## src/rtl/diag_record_pkg.sv

```systemverilog
// constants and types for the analog input diagnostic record
package diag_record_pkg;

	// ****************************************
	// timing
	// ****************************************
	localparam int CLK_PERIOD_PS = 4000;
	localparam int TICK_PERIOD_PS = 1000000;
	localparam int CYC_PER_US = TICK_PERIOD_PS / CLK_PERIOD_PS;
	localparam logic [7:0] PRE_LAST = 8'(CYC_PER_US - 1);
	localparam logic [31:0] TICK_RESET_VAL = 32'h0000_0000;

	// ****************************************
	// record byte indices
	// ****************************************
	localparam logic [4:0] IDX_MOD_SUMMARY = 5'h00;
	localparam logic [4:0] IDX_MOD_CLASS = 5'h01;
	localparam logic [4:0] IDX_RSVD_C = 5'h02;
	localparam logic [4:0] IDX_MOD_FLAGS = 5'h03;
	localparam logic [4:0] IDX_TYPE = 5'h04;
	localparam logic [4:0] IDX_BITS = 5'h05;
	localparam logic [4:0] IDX_COUNT = 5'h06;
	localparam logic [4:0] IDX_SUMMARY = 5'h07;
	localparam logic [4:0] IDX_CH_FIRST = 5'h08;
	localparam logic [4:0] IDX_UNUSED_FIRST = 5'h0C;
	localparam logic [4:0] IDX_STAMP_FIRST = 5'h10;
	localparam logic [4:0] IDX_LAST = 5'h13;

	// ****************************************
	// field positions
	// ****************************************
	localparam int MOD_BUF_OVF_BIT = 3;
	localparam int MOD_COMM_BIT = 4;
	localparam int MOD_PI_LOST_BIT = 6;
	localparam int SUM_CHAN_ERR_BIT = 3;
	localparam int CH_CFG_BIT = 0;
	localparam int CH_PI_BIT = 5;
	localparam int CH_UNDER_BIT = 6;
	localparam int CH_OVER_BIT = 7;
	localparam logic [7:0] MOD_FLAGS_RSVD = 8'hA7;
	localparam logic [7:0] CH_ERR_RSVD = 8'h1E;

	// ****************************************
	// constant field values
	// ****************************************
	localparam logic [6:0] TYPE_DIGITAL_IN = 7'h70;
	localparam logic [6:0] TYPE_ANALOG_IN = 7'h71;
	localparam logic [6:0] TYPE_DIGITAL_OUT = 7'h72;
	localparam logic [6:0] TYPE_ANALOG_OUT = 7'h73;
	localparam logic [6:0] TYPE_ANALOG_IO = 7'h74;
	localparam logic [6:0] TYPE_COUNTER = 7'h76;
	localparam logic [7:0] BITS_PER_CH = 8'h08;
	localparam logic [7:0] NUM_CH = 8'h04;
	localparam logic [7:0] MOD_CLASS = 8'h15;
	localparam int NUM_USED_CH = 4;

	// ****************************************
	// types
	// ****************************************
	typedef struct packed {
		logic over;
		logic under;
		logic pi_lost;
		logic cfg_err;
	} chan_cause_t;

	typedef struct packed {
		logic pi_lost;
		logic comm_err;
		logic buf_ovf;
	} mod_cause_t;

	typedef enum logic [0:0] {
		ST_QUIET = 1'b0,
		ST_ACTIVE = 1'b1
	} diag_state_t;

	typedef struct packed {
		diag_state_t state;
		logic [7:0] mod_flags;
		logic [7:0] summary;
		logic [3:0][7:0] ch_err;
		logic [31:0] stamp;
		logic incoming;
		logic going;
		logic rd_valid;
		logic [7:0] rd_data;
	} rec_state_t;

	localparam rec_state_t REC_RESET = '{state: ST_QUIET, default: '0};

	typedef struct packed {
		logic [7:0] pre;
		logic [31:0] us;
	} ticker_state_t;

	localparam ticker_state_t TICK_RESET = '{pre: 8'h00, us: TICK_RESET_VAL};

endpackage : diag_record_pkg

```

## src/rtl/us_ticker.sv

```systemverilog
// free-running 32-bit microsecond ticker
`timescale 1ns/1ps
`default_nettype none
module us_ticker (
	input wire logic clk,
	input wire logic rst,
	output logic [31:0] us_count
);

	diag_record_pkg::ticker_state_t s_q;
	diag_record_pkg::ticker_state_t s_d;

	// ****************************************
	// prescaler and counter
	// ****************************************
	always_comb
	begin
		s_d = s_q;
		if (s_q.pre == diag_record_pkg::PRE_LAST)
		begin
			s_d.pre = 8'h00;
			// natural 32-bit wrap after the top value
			s_d.us = s_q.us + 32'h0000_0001;
		end
		else
		begin
			s_d.pre = s_q.pre + 8'h01;
		end
	end

	always_ff @(posedge clk)
	begin
		if (rst)
			s_q <= diag_record_pkg::TICK_RESET;
		else
			s_q <= s_d;
	end

	assign us_count = s_q.us;
endmodule : us_ticker
`default_nettype wire

```

## src/rtl/diag_record.sv

```systemverilog
// diagnostic record of a four-channel analog input module
`timescale 1ns/1ps
`default_nettype none
module diag_record (
	input wire logic clk,
	input wire logic rst,
	input wire diag_record_pkg::chan_cause_t [3:0] chan_cause,
	input wire diag_record_pkg::mod_cause_t mod_cause,
	input wire logic rd_req,
	input wire logic [4:0] rd_index,
	output logic rd_valid,
	output logic [7:0] rd_data,
	output logic diag_incoming,
	output logic diag_going,
	output logic diag_active
);

	// ****************************************
	// functions
	// ****************************************
	function automatic logic [7:0] chan_byte(input diag_record_pkg::chan_cause_t c);
		logic [7:0] b;
		b = 8'h00;
		b[diag_record_pkg::CH_CFG_BIT] = c.cfg_err;
		b[diag_record_pkg::CH_PI_BIT] = c.pi_lost;
		b[diag_record_pkg::CH_UNDER_BIT] = c.under;
		b[diag_record_pkg::CH_OVER_BIT] = c.over;
		return b;
	endfunction : chan_byte

	function automatic logic [7:0] mod_byte(input diag_record_pkg::mod_cause_t m,
		input logic chan_pi_lost);
		logic [7:0] b;
		b = 8'h00;
		b[diag_record_pkg::MOD_BUF_OVF_BIT] = m.buf_ovf;
		b[diag_record_pkg::MOD_COMM_BIT] = m.comm_err;
		b[diag_record_pkg::MOD_PI_LOST_BIT] = m.pi_lost | chan_pi_lost;
		return b;
	endfunction : mod_byte

	function automatic logic [7:0] read_byte(input diag_record_pkg::rec_state_t r,
		input logic [4:0] idx);
		logic [7:0] b;
		logic [4:0] off;
		b = 8'h00;
		off = 5'h00;
		if (idx == diag_record_pkg::IDX_MOD_SUMMARY)
			b[diag_record_pkg::SUM_CHAN_ERR_BIT] = |r.summary;
		else if (idx == diag_record_pkg::IDX_MOD_CLASS)
			b = diag_record_pkg::MOD_CLASS;
		else if (idx == diag_record_pkg::IDX_MOD_FLAGS)
			b = r.mod_flags;
		else if (idx == diag_record_pkg::IDX_TYPE)
			b = {1'b0, diag_record_pkg::TYPE_ANALOG_IN};
		else if (idx == diag_record_pkg::IDX_BITS)
			b = diag_record_pkg::BITS_PER_CH;
		else if (idx == diag_record_pkg::IDX_COUNT)
			b = diag_record_pkg::NUM_CH;
		else if (idx == diag_record_pkg::IDX_SUMMARY)
			b = r.summary;
		else if (idx >= diag_record_pkg::IDX_CH_FIRST &&
			idx < diag_record_pkg::IDX_UNUSED_FIRST)
		begin
			off = idx - diag_record_pkg::IDX_CH_FIRST;
			b = r.ch_err[off[1:0]];
		end
		else if (idx >= diag_record_pkg::IDX_STAMP_FIRST &&
			idx <= diag_record_pkg::IDX_LAST)
		begin
			off = idx - diag_record_pkg::IDX_STAMP_FIRST;
			b = r.stamp[{off[1:0], 3'b000} +: 8];
		end
		// reserved and unused channel bytes fall through as zero
		return b;
	endfunction : read_byte

	// ****************************************
	// microsecond ticker
	// ****************************************
	logic [31:0] us_count;

	us_ticker u_ticker (
		.clk(clk),
		.rst(rst),
		.us_count(us_count)
	);

	// ****************************************
	// live cause bytes
	// ****************************************
	logic [3:0][7:0] live_ch;
	logic [3:0] live_group;
	logic [3:0] chan_pi;
	logic [7:0] live_mod;
	logic live_any;

	genvar gi;
	generate
		for (gi = 0; gi < diag_record_pkg::NUM_USED_CH; gi++)
		begin : g_chan
			assign live_ch[gi] = chan_byte(chan_cause[gi]);
			assign live_group[gi] = |live_ch[gi];
			assign chan_pi[gi] = chan_cause[gi].pi_lost;
		end
	endgenerate

	assign live_mod = mod_byte(mod_cause, |chan_pi);
	assign live_any = (|live_mod) | (|live_group);

	// ****************************************
	// record state
	// ****************************************
	diag_record_pkg::rec_state_t s_q;
	diag_record_pkg::rec_state_t s_d;

	always_comb
	begin
		s_d = s_q;
		s_d.incoming = 1'b0;
		s_d.going = 1'b0;
		s_d.rd_valid = rd_req;
		s_d.rd_data = rd_req ? read_byte(s_q, rd_index) : 8'h00;
		unique case (s_q.state)
			diag_record_pkg::ST_QUIET:
			begin
				if (live_any)
				begin
					s_d.state = diag_record_pkg::ST_ACTIVE;
					s_d.mod_flags = live_mod;
					s_d.ch_err = live_ch;
					s_d.summary = {4'h0, live_group};
					s_d.stamp = us_count;
					s_d.incoming = 1'b1;
				end
			end
			diag_record_pkg::ST_ACTIVE:
			begin
				// record stays frozen; changes while active are dropped
				if (!live_any)
				begin
					s_d.state = diag_record_pkg::ST_QUIET;
					s_d.mod_flags = 8'h00;
					s_d.ch_err = '0;
					s_d.summary = 8'h00;
					s_d.stamp = us_count;
					s_d.going = 1'b1;
				end
			end
		endcase
	end

	always_ff @(posedge clk)
	begin
		if (rst)
			s_q <= diag_record_pkg::REC_RESET;
		else
			s_q <= s_d;
	end

	// ****************************************
	// outputs
	// ****************************************
	assign rd_valid = s_q.rd_valid;
	assign rd_data = s_q.rd_data;
	assign diag_incoming = s_q.incoming;
	assign diag_going = s_q.going;
	assign diag_active = s_q.state == diag_record_pkg::ST_ACTIVE;
endmodule : diag_record
`default_nettype wire

```

## config.mk

```make
export PLATFORM = sky130hd
export DESIGN_NAME = diag_record
export DESIGN_NICKNAME = d
export VERILOG_FILES = /design/src/rtl/diag_record_pkg.sv /design/src/rtl/us_ticker.sv /design/src/rtl/diag_record.sv
export SDC_FILE = /design/constraint.sdc
export NUM_CORES = 1
export LEC_CHECK = 0
export ABC_AREA = 0
export BUFFER_PORTS_ARGS = -buffer_cell sky130_fd_sc_hd__buf_4
export CORE_UTILIZATION = 60
export DETAILED_ROUTE_END_ITERATION = 12
export PLACE_DENSITY = 0.81
export SLEW_MARGIN = 25
export SYNTH_ARGS = -nofsm -noshare
export SYNTH_HDL_FRONTEND = slang
export SYNTH_HIERARCHICAL = 1
export SYNTH_SLANG_ARGS = --single-unit
```

## constraint.sdc

```tcl
create_clock -name clk -period 2.4 [get_ports clk]
set_clock_uncertainty 0.05 [all_clocks]
set_input_delay 0.12 -clock clk [delete_from_list [all_inputs] [get_ports clk]]
set_output_delay 0.12 -clock clk [all_outputs]
set_load 0.02 [all_outputs]
```

==> run summary <==
• shortest period the worst path allows: 2130 ps
• starting utilization of the core area: 62.5%
• Maximum Capacitance Violations: 0
• Detailed Place HPWL: 10700 um
• post-synthesis net count: 856
• delay-heaviest family, CP: simple AND/OR/NAND/NOR gates
• x dimension of the die: 109 um
• portion of the post-synthesis area used by sequential elements: 31.2%
• number of CTS-inserted buffers: 9
• detail-routed via count per cell: 6.59
• antenna-violating nets left: 0
• Global Route Usage Sum: 28.3%
• final count of negative-setup-slack endpoints: 0
• Max Transition Viols Final: 0
• top_reg_cell synth: dfxtp_1
• critical path's largest stage delay: 440 ps
• Max VDD drop: 0.641 mV
• cell type of the slowest stage on the worst timing path: nor4_1
• summed area of non-filler cells in the final layout: 7190 um2
• via count: 6055
• worst min-delay path category: in2reg
• first-pass GRT wire length: 26400 um
• setup repair after global routing missed its margin: no
• worst path cell trace: ha_1 -> and3b_1 -> nand3_4 -> nor4_1 -> mux2_2
• Clk Latency, worst-skew pair: 360 ps
• average size of a mapped cell: 8.31 um2
• vias in the first global route: 5474
• final cycle utilization of the critical path: 88.9%
• arrival time at the worst endpoint: 2330 ps
• H-tree Lvls: 3
• achievable clock frequency: 0.469 GHz
• EDFF count, synth: 0
• PwrDens: 522 nW/um2
• overall die area: 11900 um2
• number of antenna violations at the first check in global routing: 0
• final estimated routing congestion in global placement: 0.847
• worst slack at placement: 154 ps
• Post-Syn Instances: 826
• Iteration-0 DRC Markers: 504
• setup tns final: 0 ps
• Crit Path Category: reg2reg
• area of the mapped netlist: 6870 um2
• total chip power: 3.75 mW
• average routed wire per standard cell: 17.9 um
• number of buffers on the longest clock path: 2
• most numerous cell in the Yosys netlist: dfxtp_1
• Ys Warns: 6
• required time of the worst setup path: 2600 ps
• antenna fix cells: 0
• remaining global-route overflow: 0
• most common library cells after synthesis: dfxtp_1, nand2_1, nand2b_1
• fraction of synthesis flops using an asynchronous set or reset pin: 0%
• ranking of synthesized cells by area: dfxtp_1, nand2b_1, nand2_1, buf_4, a2111oi_0
• Port Buffer Count: 38
• CTS Root Buffer Type: clkbuf_16
• sinks on the clock net: 107
• number of remaining DRC errors: 0
• endpoints failing hold: 0
• number of gates resized after CTS: 0
• number of filler instances in the final layout: 897
• count of standard-cell rows: 38
• cell leakage power: 2.28 nW
• core box area: 11000 um2
• CTS tree: built
• IO Pins: 39
• total placed instance area: 6860 um2
• final standard cell utilization of the core: 65.5%
• type of element launching the critical path: flip-flop
• Tightest Pin Transition: 591 ps
• Crit Path Max Fanout: 37
• count of state elements after synthesis: 107
• count of different cell masters after synthesis: 64
• share of post-route cells with drive strength above 1: 15.4%
• endpoint class of the critical path: flip-flop
• Layout Area Growth over Synthesis: 4.75%
• Rel. slew slack: 59.6%
• pin count of the biggest net entering global routing: 66
• crit path buf inv count: 0
• Final WS setup: 267 ps
• library cell occupying the most area in the post-synthesis netlist: dfxtp_1
• detailed-routing iteration count for the pre-antenna-repair pass: 6
• final layout net count: 804
• die height: 109 um
• outcome: complete, no violations
• area share of the largest cell type after synthesis: 31.2%
• CTS clk-pin slew, worst paths: 80 ps
• final wirelength: 16400 um
-- worst register-to-register path, delay by kind of cell, from the launching register on --
family | cells | cell delay, ps
simple gates | 3 | 1010
flops | 1 | 410
mux | 1 | 380
fa+ha+maj | 1 | 170
-- state kept, by name (all words and copies together) (netlist names) --
signal,flops
diag_active,1
diag_going,1
diag_incoming,1
rd_data,8
rd_valid,1
s_q,55
u_ticker/s_q,8
u_ticker/us_count,32
-- path summary, 6_finish.rpt --
check                        start               endpoint  slack [ps]  cells after the start
setup / recovery  u_ticker/s_q[32]  u_ticker/us_count[31]         270                      5
hold / removal       chan_cause[8]                s_q[59]          30                      3
setup reg to reg  u_ticker/s_q[32]  u_ticker/us_count[31]         270                      5
hold reg to reg            s_q[73]                s_q[73]         440                      2
-- per-stage QoR --
stage / hold slack, ps / cells
after detailed placement: 350 / 901
after floorplan: 227 / 826
after global routing: 30.4 / 919
after global placement: 355 / 901
after CTS: 23.1 / 919
final: 32.7 / 919
-- routing by layer --
metal / GRT usage [%] / share of wire, %
met3: 6.34 / 6.3
met1: 36.7 / 44
met5: 0 / 0
met2: 46.4 / 48
met4: 9.65 / 2.1
-- kinds of logic (layout without fill, tap and decap cells) --
kind of cell    count (synthesis)  in the layout  share of synthesized area (%)
fa+ha+maj                       3              3                          0.547
simple gates                  394            394                           33.7
flops                         107            107                           31.2
buf+inv                       129             82                           10.6
xor+xnor                       12             12                           1.53
mux                            16             16                           4.24
compound gates                165            165                           18.2
-- power breakdown --
| group | internal [mW] | total (mW) | leakage [nW] | switching [mW] |
|---|---|---|---|---|
| sequential | 1.81 | 1.85 | 0.869 | 0.0392 |
| clock | 0.846 | 1.60 | 0.158 | 0.759 |
| combinational | 0.133 | 0.301 | 1.26 | 0.168 |
| total | 2.79 | 3.75 | 2.28 | 0.966 |
-- placed cells by master, fill, tap and decap left out, types with 10 or more instances in the layout --
cell type	Yosys	final
a2111oi_0	33	33
a21oi_1	29	29
dfxtp_1	107	106
inv_1	10	10
nand4_1	12	12
o21ai_0	13	13
nand3_1	38	38
or4_1	20	20
o31ai_1	18	18
mux4_2	10	10
or2_1	29	29
a221oi_1	33	33
buf_4	44	47
nor3b_1	21	21
nand2b_1	64	64
nor2_1	23	23
or3b_2	10	10
nand2_1	102	102
-- layout make-up --
| type | instances | area (um2) | share of cell area (%) |
|---|---|---|---|
| multi-input combinational | 590 | 4010 | 55.7 |
| sequential | 107 | 2150 | 29.8 |
| timing repair buffer | 56 | 513 | 7.13 |
| clock buffer | 9 | 225 | 3.13 |
| tap | 140 | 175 | 2.43 |
| clock inverter | 7 | 92.6 | 1.29 |
| inverter | 10 | 37.5 | 0.522 |
-- timing repair --
action,CTS,global route
hold buffers,2,0
endpoints found under the hold margin,2,0
buffers inserted,0,0
Power figures use the tool's default switching activity.
